===== src/rtl/uocr_pkg.sv =====
package uocr_pkg;

  // ----------------------------------------
  // Register offsets
  // ----------------------------------------
  localparam logic [7:0] OFS_ACC_RATE_LO = 8'h5B;
  localparam logic [7:0] OFS_ACC_RATE_HI = 8'h5C;
  localparam logic [7:0] OFS_FRAME_LO = 8'h5D;
  localparam logic [7:0] OFS_FRAME_HI = 8'h5E;
  localparam logic [7:0] OFS_DIFF_INV = 8'h5F;
  localparam logic [7:0] OFS_LOADER_STATE = 8'h70;
  localparam logic [7:0] OFS_LOADER_BYTE = 8'h71;
  localparam logic [7:0] OFS_TALLY_LO = 8'h72;
  localparam logic [7:0] OFS_TALLY_HI = 8'h73;
  localparam logic [7:0] OFS_LOADER_UNLOCK = 8'h74;
  localparam logic [7:0] OFS_OSC_RATE = 8'h7F;

  // ----------------------------------------
  // Reset values and field positions
  // ----------------------------------------
  localparam logic [14:0] RST_ACC_RATE = 15'h0000;
  localparam logic [11:0] RST_FRAME = 12'h000;
  localparam logic [1:0] RST_DIFF_INV = 2'h3;
  localparam logic [7:0] RST_LOADER_BYTE = 8'h00;
  localparam logic [1:0] RST_OSC_RATE_CODE = 2'h1;
  localparam int FRQ_POS = 6;
  localparam int CNT_POS = 4;
  localparam int CHK_POS = 0;
  localparam int READY_POS = 1;
  localparam int DONE_POS = 2;

  // ----------------------------------------
  // Loader and oscillator rate constants
  // ----------------------------------------
  localparam logic [12:0] IMAGE_BYTES = 13'h1DB0;
  localparam logic [7:0] UNLOCK_FIRST = 8'h51;
  localparam logic [7:0] UNLOCK_SECOND = 8'h52;
  localparam logic [7:0] UNLOCK_THIRD = 8'h53;
  localparam logic [7:0] OSC_CODE_10M = 8'h11;
  localparam logic [7:0] OSC_CODE_12M8 = 8'h22;
  localparam logic [7:0] OSC_CODE_19M2 = 8'h44;
  localparam logic [7:0] OSC_CODE_20M = 8'h88;

  // ----------------------------------------
  // Timing
  // ----------------------------------------
  localparam int CLK_MHZ = 25;
  localparam int READY_TIME_US = 3000;
  localparam int READY_CYC = READY_TIME_US * CLK_MHZ;
  localparam int OSC_GUARD_TIME_US = 50;
  localparam int OSC_GUARD_CYC = OSC_GUARD_TIME_US * CLK_MHZ;

  // ----------------------------------------
  // Host command registers (Avalon byte addresses)
  // ----------------------------------------
  localparam logic [3:0] HOST_OFS_CMD = 4'h0;
  localparam logic [3:0] HOST_OFS_STATUS = 4'h4;
  localparam int CMD_WDATA_POS = 8;
  localparam int CMD_WRITE_POS = 16;

  typedef enum logic [1:0] {
    UOCR_LNK_IDLE,
    UOCR_LNK_WAIT
  } uocr_link_e;

endpackage


===== src/rtl/uocr_link_if.sv =====
`timescale 1ns/1ps
interface uocr_link_if;
  logic [7:0] reg_addr;
  logic reg_wr;
  logic reg_rd;
  logic [7:0] reg_wdata;
  logic [7:0] reg_rdata;
  logic reg_ack;

  modport dev (
    input reg_addr, reg_wr, reg_rd, reg_wdata,
    output reg_rdata, reg_ack
  );

  modport host (
    output reg_addr, reg_wr, reg_rd, reg_wdata,
    input reg_rdata, reg_ack
  );
endinterface


===== src/rtl/uocr_device.sv =====
//
// Behaviour
// - Zero rate field selects automatic detection
// - Nonzero N accepts only N times 8 kHz
// - Chooser codes: composite, 8k, 2k, low
// - Six two-bit choosers for outputs three-eight
// - Polarity bit one normal, zero swaps pair
// - Status bit 0 reports good checksum
// - Status bit 1 ready 3 ms after reset
// - Status bit 2 reports full image loaded
// - Host writes image one byte per write
// - Byte port reads back last written byte
// - Thirteen-bit read-only accepted byte tally
// - Host writes 0x51, 0x52, 0x53 back to back
// - No image bytes before unlock completes
// - Host writes rate code three times
// - Third valid rate write fires soft reset
// - Oscillator rate defaults to 12.8 MHz
// - Host waits 50 us before rate writes
// - Bits 7:6 show active rate code
// - Repeat tally one on new code, zero after three
// - Tally in bits 5:4, cleared on interruption
// - Bits 3:0 one-hot pending code tag
//
// Design decision made here: the Avalon-MM interface to the registers.
`timescale 1ns/1ps
module uocr_device
  import uocr_pkg::*;
#(
  parameter int READY_DELAY = READY_CYC
) (
  input wire logic REF_CLK,
  input wire logic RST_N,
  uocr_link_if.dev LINK,
  input wire logic COMPOSITE_IN,
  input wire logic EIGHT_KHZ_FRAME_PULSE,
  input wire logic TWO_KHZ_FRAME_PULSE,
  output logic [5:0] FRAME_OUT,
  input wire logic DIFF_REFERENCE_A_P,
  input wire logic DIFF_REFERENCE_B_P,
  output logic DIFF_REFERENCE_A_OUT,
  output logic DIFF_REFERENCE_B_OUT,
  output logic AUTO_DETECT,
  output logic [14:0] ACCEPT_MULTIPLE,
  output logic [1:0] OSC_RATE_CODE,
  output logic SOFT_RESET,
  output logic [7:0] IMAGE_BYTE,
  output logic IMAGE_VALID
);

  // ----------------------------------------
  // Access decode
  // ----------------------------------------
  logic wr, rd, acc;
  logic [7:0] wd;
  assign wr = LINK.reg_wr;
  assign rd = LINK.reg_rd;
  assign acc = wr | rd;
  assign wd = LINK.reg_wdata;

  logic [14:0] acc_rate_ff;
  logic [11:0] frame_sel_ff;
  logic [7:0] loader_byte_ff, sum_ff, rdata_ff;
  logic [12:0] tally_ff;
  logic [31:0] ready_cnt_ff;
  logic [1:0] diff_inv_ff, unlock_step_ff, frq_ff, rep_cnt_ff;
  logic [3:0] tag_ff;
  logic ready_ff, soft_ff, ack_ff, img_valid_ff;
  logic unlocked, done, byte_take;
  assign unlocked = (unlock_step_ff == 2'd3);
  assign done = (tally_ff == IMAGE_BYTES);
  // Bytes outside the unlocked window are stored but never fed to the image
  assign byte_take = wr && LINK.reg_addr == OFS_LOADER_BYTE && unlocked && !done;

  // ----------------------------------------
  // Configuration registers
  // ----------------------------------------
  always_ff @(posedge REF_CLK or negedge RST_N) begin
    if (!RST_N) begin
      acc_rate_ff <= RST_ACC_RATE;
      frame_sel_ff <= RST_FRAME;
      diff_inv_ff <= RST_DIFF_INV;
    end else if (wr) begin
      unique case (LINK.reg_addr)
        OFS_ACC_RATE_LO: acc_rate_ff[7:0] <= wd;
        OFS_ACC_RATE_HI: acc_rate_ff[14:8] <= wd[6:0];
        OFS_FRAME_LO: frame_sel_ff[7:0] <= wd;
        OFS_FRAME_HI: frame_sel_ff[11:8] <= wd[3:0];
        OFS_DIFF_INV: diff_inv_ff <= wd[1:0];
        default: ;
      endcase
    end
  end

  // ----------------------------------------
  // Ready timer
  // ----------------------------------------
  always_ff @(posedge REF_CLK or negedge RST_N) begin
    if (!RST_N) begin
      ready_cnt_ff <= 32'h0;
      ready_ff <= 1'b0;
    end else if (!ready_ff) begin
      ready_cnt_ff <= ready_cnt_ff + 32'h1;
      ready_ff <= ready_cnt_ff >= 32'(READY_DELAY - 1);
    end
  end

  // ----------------------------------------
  // Unlock sequence
  // ----------------------------------------
  always_ff @(posedge REF_CLK or negedge RST_N) begin
    if (!RST_N) begin
      unlock_step_ff <= 2'd0;
    end else if (acc && !unlocked) begin
      if (wr && LINK.reg_addr == OFS_LOADER_UNLOCK && ready_ff) begin
        if (unlock_step_ff == 2'd0 && wd == UNLOCK_FIRST) begin
          unlock_step_ff <= 2'd1;
        end else if (unlock_step_ff == 2'd1 && wd == UNLOCK_SECOND) begin
          unlock_step_ff <= 2'd2;
        end else if (unlock_step_ff == 2'd2 && wd == UNLOCK_THIRD) begin
          unlock_step_ff <= 2'd3;
        end else begin
          unlock_step_ff <= 2'd0;
        end
      end else begin
        unlock_step_ff <= 2'd0;
      end
    end
  end

  // ----------------------------------------
  // Byte port, tally and checksum
  // ----------------------------------------
  always_ff @(posedge REF_CLK or negedge RST_N) begin
    if (!RST_N) begin
      loader_byte_ff <= RST_LOADER_BYTE;
    end else if (wr && LINK.reg_addr == OFS_LOADER_BYTE) begin
      loader_byte_ff <= wd;
    end
  end
  always_ff @(posedge REF_CLK or negedge RST_N) begin
    if (!RST_N) begin
      tally_ff <= 13'h0;
      sum_ff <= 8'h00;
      img_valid_ff <= 1'b0;
      IMAGE_BYTE <= 8'h00;
    end else begin
      img_valid_ff <= byte_take;
      if (byte_take) begin
        tally_ff <= tally_ff + 13'h1;
        sum_ff <= sum_ff + wd;
        IMAGE_BYTE <= wd;
      end
    end
  end

  // ----------------------------------------
  // Oscillator rate select
  // ----------------------------------------
  logic osc_wr, osc_valid;
  assign osc_wr = wr && LINK.reg_addr == OFS_OSC_RATE;
  assign osc_valid = wd == OSC_CODE_10M || wd == OSC_CODE_12M8 ||
                     wd == OSC_CODE_19M2 || wd == OSC_CODE_20M;
  always_ff @(posedge REF_CLK or negedge RST_N) begin
    if (!RST_N) begin
      frq_ff <= RST_OSC_RATE_CODE;
      rep_cnt_ff <= 2'd0;
      tag_ff <= 4'h0;
      soft_ff <= 1'b0;
    end else begin
      soft_ff <= 1'b0;
      if (osc_wr) begin
        if (!osc_valid) begin
          rep_cnt_ff <= 2'd0;
          tag_ff <= 4'h0;
        end else if (rep_cnt_ff == 2'd0 || tag_ff != wd[7:4]) begin
          rep_cnt_ff <= 2'd1;
          tag_ff <= wd[7:4];
        end else if (rep_cnt_ff == 2'd2) begin
          rep_cnt_ff <= 2'd0;
          frq_ff <= {wd[7] | wd[6], wd[7] | wd[5]};
          soft_ff <= 1'b1;
        end else begin
          rep_cnt_ff <= rep_cnt_ff + 2'd1;
        end
      end else if (acc && LINK.reg_addr != OFS_OSC_RATE) begin
        // Any other access breaks the triple, which keeps stray traffic from arming it
        rep_cnt_ff <= 2'd0;
        tag_ff <= 4'h0;
      end
    end
  end

  // ----------------------------------------
  // Read path
  // ----------------------------------------
  logic [7:0] rmux;
  always_comb begin
    rmux = 8'h00;
    unique case (LINK.reg_addr)
      OFS_ACC_RATE_LO: rmux = acc_rate_ff[7:0];
      OFS_ACC_RATE_HI: rmux = {1'b0, acc_rate_ff[14:8]};
      OFS_FRAME_LO: rmux = frame_sel_ff[7:0];
      OFS_FRAME_HI: rmux = {4'h0, frame_sel_ff[11:8]};
      OFS_DIFF_INV: rmux = {6'h00, diff_inv_ff};
      OFS_LOADER_STATE: begin
        rmux[CHK_POS] = done && sum_ff == 8'h00;
        rmux[READY_POS] = ready_ff;
        rmux[DONE_POS] = done;
      end
      OFS_LOADER_BYTE: rmux = loader_byte_ff;
      OFS_TALLY_LO: rmux = tally_ff[7:0];
      OFS_TALLY_HI: rmux = {3'h0, tally_ff[12:8]};
      OFS_OSC_RATE: rmux = {frq_ff, rep_cnt_ff, tag_ff};
      default: rmux = 8'h00;
    endcase
  end

  always_ff @(posedge REF_CLK or negedge RST_N) begin
    if (!RST_N) begin
      rdata_ff <= 8'h00;
      ack_ff <= 1'b0;
    end else begin
      ack_ff <= acc;
      if (rd) begin
        rdata_ff <= rmux;
      end
    end
  end

  // ----------------------------------------
  // Frame chooser and reference polarity
  // ----------------------------------------
  genvar gi;
  generate
    for (gi = 0; gi < 6; gi++) begin : g_frame
      always_ff @(posedge REF_CLK or negedge RST_N) begin
        if (!RST_N) begin
          FRAME_OUT[gi] <= 1'b0;
        end else begin
          unique case (frame_sel_ff[2*gi +: 2])
            2'd0: FRAME_OUT[gi] <= COMPOSITE_IN;
            2'd1: FRAME_OUT[gi] <= EIGHT_KHZ_FRAME_PULSE;
            2'd2: FRAME_OUT[gi] <= TWO_KHZ_FRAME_PULSE;
            2'd3: FRAME_OUT[gi] <= 1'b0;
          endcase
        end
      end
    end
  endgenerate

  always_ff @(posedge REF_CLK or negedge RST_N) begin
    if (!RST_N) begin
      DIFF_REFERENCE_A_OUT <= 1'b0;
      DIFF_REFERENCE_B_OUT <= 1'b0;
      AUTO_DETECT <= 1'b1;
      ACCEPT_MULTIPLE <= RST_ACC_RATE;
    end else begin
      DIFF_REFERENCE_A_OUT <= DIFF_REFERENCE_A_P ^ ~diff_inv_ff[0];
      DIFF_REFERENCE_B_OUT <= DIFF_REFERENCE_B_P ^ ~diff_inv_ff[1];
      AUTO_DETECT <= acc_rate_ff == 15'h0000;
      ACCEPT_MULTIPLE <= acc_rate_ff;
    end
  end

  assign LINK.reg_rdata = rdata_ff;
  assign LINK.reg_ack = ack_ff;
  assign OSC_RATE_CODE = frq_ff;
  assign SOFT_RESET = soft_ff;
  assign IMAGE_VALID = img_valid_ff;

endmodule


===== src/flat_wrapper.sv =====
// flat-port wrapper written by rule: the top's interface ports become plain ports
module uocr_device_flat import uocr_pkg::*;
#(
  parameter int READY_DELAY = READY_CYC
)
  (REF_CLK, RST_N, COMPOSITE_IN, EIGHT_KHZ_FRAME_PULSE, TWO_KHZ_FRAME_PULSE, FRAME_OUT, DIFF_REFERENCE_A_P, DIFF_REFERENCE_B_P, DIFF_REFERENCE_A_OUT, DIFF_REFERENCE_B_OUT, AUTO_DETECT, ACCEPT_MULTIPLE, OSC_RATE_CODE, SOFT_RESET, IMAGE_BYTE, IMAGE_VALID, LINK_reg_addr, LINK_reg_wr, LINK_reg_rd, LINK_reg_wdata, LINK_reg_rdata, LINK_reg_ack);
  uocr_link_if LINK_i ();
  input wire logic REF_CLK;
  input wire logic RST_N;
  input wire logic COMPOSITE_IN;
  input wire logic EIGHT_KHZ_FRAME_PULSE;
  input wire logic TWO_KHZ_FRAME_PULSE;
  output logic [5:0] FRAME_OUT;
  input wire logic DIFF_REFERENCE_A_P;
  input wire logic DIFF_REFERENCE_B_P;
  output logic DIFF_REFERENCE_A_OUT;
  output logic DIFF_REFERENCE_B_OUT;
  output logic AUTO_DETECT;
  output logic [14:0] ACCEPT_MULTIPLE;
  output logic [1:0] OSC_RATE_CODE;
  output logic SOFT_RESET;
  output logic [7:0] IMAGE_BYTE;
  output logic IMAGE_VALID;
  input wire logic [$bits(LINK_i.reg_addr)-1:0] LINK_reg_addr;
  input wire logic [$bits(LINK_i.reg_wr)-1:0] LINK_reg_wr;
  input wire logic [$bits(LINK_i.reg_rd)-1:0] LINK_reg_rd;
  input wire logic [$bits(LINK_i.reg_wdata)-1:0] LINK_reg_wdata;
  output wire logic [$bits(LINK_i.reg_rdata)-1:0] LINK_reg_rdata;
  output wire logic [$bits(LINK_i.reg_ack)-1:0] LINK_reg_ack;
  assign LINK_i.reg_addr = LINK_reg_addr;
  assign LINK_i.reg_wr = LINK_reg_wr;
  assign LINK_i.reg_rd = LINK_reg_rd;
  assign LINK_i.reg_wdata = LINK_reg_wdata;
  assign LINK_reg_rdata = LINK_i.reg_rdata;
  assign LINK_reg_ack = LINK_i.reg_ack;
  uocr_device #(.READY_DELAY(READY_DELAY)) u_core (.REF_CLK(REF_CLK), .RST_N(RST_N), .LINK(LINK_i), .COMPOSITE_IN(COMPOSITE_IN), .EIGHT_KHZ_FRAME_PULSE(EIGHT_KHZ_FRAME_PULSE), .TWO_KHZ_FRAME_PULSE(TWO_KHZ_FRAME_PULSE), .FRAME_OUT(FRAME_OUT), .DIFF_REFERENCE_A_P(DIFF_REFERENCE_A_P), .DIFF_REFERENCE_B_P(DIFF_REFERENCE_B_P), .DIFF_REFERENCE_A_OUT(DIFF_REFERENCE_A_OUT), .DIFF_REFERENCE_B_OUT(DIFF_REFERENCE_B_OUT), .AUTO_DETECT(AUTO_DETECT), .ACCEPT_MULTIPLE(ACCEPT_MULTIPLE), .OSC_RATE_CODE(OSC_RATE_CODE), .SOFT_RESET(SOFT_RESET), .IMAGE_BYTE(IMAGE_BYTE), .IMAGE_VALID(IMAGE_VALID));
endmodule

===== config.mk =====
export PLATFORM = sky130hd
export DESIGN_NAME = uocr_device_flat
export DESIGN_NICKNAME = d
export VERILOG_FILES = /design/src/rtl/uocr_pkg.sv /design/src/rtl/uocr_link_if.sv /design/src/rtl/uocr_device.sv /design/src/flat_wrapper.sv
export SDC_FILE = /design/constraint.sdc
export NUM_CORES = 1
export LEC_CHECK = 0
export BUFFER_PORTS_ARGS = -buffer_cell sky130_fd_sc_hd__clkbuf_2
export CAP_MARGIN = 20
export CORE_MARGIN = 8
export CORE_UTILIZATION = 40
export DETAILED_ROUTE_END_ITERATION = 12
export HOLD_SLACK_MARGIN = 0.08
export PLACE_DENSITY = 0.58
export SYNTH_ARGS = -nofsm -noshare
export SYNTH_HDL_FRONTEND = slang
export SYNTH_SLANG_ARGS = --single-unit

===== constraint.sdc =====
create_clock -name REF_CLK -period 5.35 [get_ports REF_CLK]
set_clock_uncertainty 0.05 [all_clocks]
set_input_delay 0.2675 -clock REF_CLK [delete_from_list [all_inputs] [get_ports REF_CLK]]
set_output_delay 0.2675 -clock REF_CLK [all_outputs]
set_load 0.02 [all_outputs]

==> impl_metrics.ini <==
[timing]
timing.final.max_slew_violations = 0
fin_crit_ns = 2.406
hold_viol = 0
fmax_mhz = 415.7
finalSetupTns_ns = 0
worst_pin_slew_ns = 0.7872
slew-limit-headroom = 0.4752
rsz0062_at_grt = false
finalSetupViolCount = 0
fin_crit_sh = 0.4497

[clock_network]
cts_buffers = 17
cts-root-buf = clkbuf_16
clk_latency_ns = 0.42
cts_tree = done
cts_sinks = 144
post_cts_buffers = 0
clk_pin_slew_ns = 0.06
clock_path_buffers = 2
cts_resized = 0
hold_buffers = 3
htreeDepth = 4

[place]
hpwl_um = 11960
place_congestion = 0.8833
dp_cells = 870
portBuffers = 69

[detailed_routing]
drcViolationCount = 0
avgViaCountPerCell = 5.463
wl_per_cell_um = 18.87
antenna_left = 0
drt_first_pass_iters = 6
routed_wl_um = 17070
first_iter_violations = 362
via_count = 4944

[floorplan]
initial_utilization = 0.4044
die_h_um = 147.3
fp-row-count = 48
boundaryPins = 70
die_area_mm2 = 0.02170
core-area_mm2 = 0.01706
die_w_um = 147.3

[finish]
layout.cells.non_filler = 905
nFillCells = 1608
area_growth_pct = 16.51
drive_above_1_share = 0.2441
layout.nets = 703
antenna_cells = 0

[logic_synthesis]
synth_seq_cells = 144
synth.top_cell.area_share = 0.5079
syn_inst = 602
syn-cell-area_mm2 = 0.006898
synth_edf_count = 0
async_flop_share = 1.000
synth.avg_cell_area_um2 = 11.46
ys_top_cells_by_area = dfrtp_1 51%, mux2_2 8.2%, xnor2_1 4.1%
yosysSeqAreaShare = 0.5231
yosysTopAreaCell = dfrtp_1
synth.distinct_cells = 62
synth_nets = 638
synth_ff_type = dfrtp_1
synth_warnings = 0

[critical_path]
reg2reg_depth = 6
worstSetupEndpointType = flip-flop
criticalPathCategory = flip-flop to flip-flop
critical-path-max-stage-delay_ns = 0.56
crit_chain = inv_1 -> ha_1 -> nand4b_1 -> or4_4 -> nand2_2 -> mux2_2
crit_arrival_ns = 2.66
path_buf_inv = 1
crit_path_top_delay_cell = or4_4
cp.required_ns = 5.61
worstReg2RegEnd = u_core.sum_ff[6]
cp_max_fo = 23
r2r_start = u_core.tally_ff[1]
start_kind = flip-flop
rrSetupSlack_ns = 2.94
crit_family = simple AND/OR/NAND/NOR gates

[grt]
grtUsageMet3 = 0.05229
antenna_found_initial = 1
busiest_layer = met2
gr-usage-met2 = 0.2344
grt_pass1_wl_um = 27630
overflow = 0
grt_usage = 0.1624
grt_pass1_vias = 4993
grt_use_met1 = 0.2197
grt_max_degree = 90

[job]
maxCapViolCount = 0

[outcome]
status = finished clean

[power_and_ir_drop]
leakagePower_nw = 3.851
powerDensity_mw_per_mm2 = 309.7
ir_worst_vdd_mv = 0.2231

[hold_path]
hold_path_class = primary input to flip-flop
whs_endpoint = u_core.FRAME_OUT[2]
whs_path_depth = 3
hp-start = TWO_KHZ_FRAME_PULSE
[cell usage after synthesis (all sizes together), types with 10 or more instances]
cell	count
nand2	44
nor2	28
xnor2	32
ha	10
clkbuf	15
buf	12
and3	11
nor4	14
mux2i	19
dfrtp	140
nor3	14
nand4	13
xor2	21
inv	18
o21ai	20
mux2	50
nand3	23
a21oi	11
[worst max-delay path by stage]
| stage | cells after the start | from | end | slack [ns] |
|---|---|---|---|---|
| floorplan | 8 | u_core.tally_ff[0] | u_core.IMAGE_BYTE[4] | 3.21 |
| global placement | 5 | LINK_reg_addr[1] | u_core.acc_rate_ff[0] | 2.96 |
| detailed placement | 5 | LINK_reg_addr[1] | u_core.acc_rate_ff[3] | 2.87 |
| CTS | 6 | u_core.tally_ff[0] | u_core.sum_ff[6] | 2.94 |
| global route | 7 | u_core.tally_ff[0] | u_core.LINK.reg_rdata[2] | 2.80 |
| finish | 6 | u_core.tally_ff[1] | u_core.sum_ff[6] | 2.94 |
[tightest hold or removal path: cells and delay by family]
kind | cells | cell delay, ns
AOI/OAI and AO/OA | 1 | 0.07
and+or+nand+nor | 1 | 0.08
buffers and inverters | 1 | 0.14
[per-layer routing]
layer	vias to the layer above	wire (µm)	part of all wire
met4	2	407	0.024
met3	29	1214	0.071
li1	2324	-	-
met2	169	7420	0.43
met1	2420	8018	0.47
met5	-	13	0.00076
[cells in the final DEF, fill, tap and decap left out, drive strengths merged, types with 4 or more instances in the layout]
master    netlist  routed
dfrtp         140     140
clkbuf         15      86
mux2           50      50
nand2          44      44
xnor2          32      32
nor2           28      28
nand3          23      23
xor2           21      21
inv            18      21
o21ai          20      20
mux2i          19      19
nor4           14      14
nor3           14      14
nand4          13      13
and3           11      11
a21oi          11      11
ha             10      10
nand3b          7       7
a22o            7       7
o22ai           6       6
nor2b           6       6
a22oi           6       6
clkinvlp        0       6
o21a            5       5
a221oi          5       5
nand4b          5       5
and4            4       4
nor4bb          4       4
nand2b          4       4
and4b           4       4
a21o            4       4
and2            4       4
dfstp           4       4
[cell families (layout without fill, tap and decap cells)]
family,after synthesis,in the layout,synth area share
flip-flops,144,144,0.5231
AO/OA/AOI/OAI,82,82,0.08163
adder cells (fa/ha/maj),11,11,0.02104
AND/OR/NAND/NOR,197,197,0.1654
multiplexers,70,70,0.1130
buffers and inverters,45,123,0.02848
XOR/XNOR,53,53,0.06730
[where the power goes]
| part | leakage [nW] | total (W) | switching [W] | internal [W] |
|---|---|---|---|---|
| sequential | 1.94 | 0.00114 | 0.0000206 | 0.00112 |
| combinational | 1.64 | 0.000158 | 0.000104 | 0.0000532 |
| clock | 0.272 | 0.00119 | 0.000486 | 0.000704 |
| total | 3.85 | 0.00249 | 0.000611 | 0.00188 |
[metrics by stage]
step / utilization / area, µm² / hold slack, ns / total power [W] / setup WS [ns]
finish: 0.4712 / 8036 / 0.1129 / 0.002489 / 2.944
global route: 0.4712 / 8036 / 0.1049 / 0.002583 / 2.802
CTS: 0.4712 / 8036 / 0.09945 / 0.002512 / 2.940
detailed placement: 0.4344 / 7410 / 0.3327 / 0.001318 / 2.874
global placement: 0.4344 / 7410 / 0.3244 / 0.001314 / 2.959
floorplan: - / 6898 / -0.07809 / 0.001240 / 3.210
[final cells by class]
cell class / instances / area [µm²] / area share
flip-flops and latches: 144 / 3608 / 0.4490
multi-input cells: 413 / 3093 / 0.3849
clock buffers: 18 / 439.2 / 0.05465
repair buffers: 73 / 389.1 / 0.04842
well taps: 225 / 281.5 / 0.03503
clock inverters: 14 / 157.7 / 0.01962
inverters: 18 / 67.56 / 0.008407
[flip-flops by register name, indices dropped and copies added (netlist names), 4 cells and up]
register	cells
u_core.ready_cnt_ff	32
u_core.ACCEPT_MULTIPLE	15
u_core.acc_rate_ff	15
u_core.tally_ff	13
u_core.frame_sel_ff	12
u_core.IMAGE_BYTE	8
u_core.LINK.reg_rdata	8
u_core.loader_byte_ff	8
u_core.sum_ff	8
u_core.FRAME_OUT	6
u_core.tag_ff	4
No activity file was read; power rests on OpenSTA's default activity.
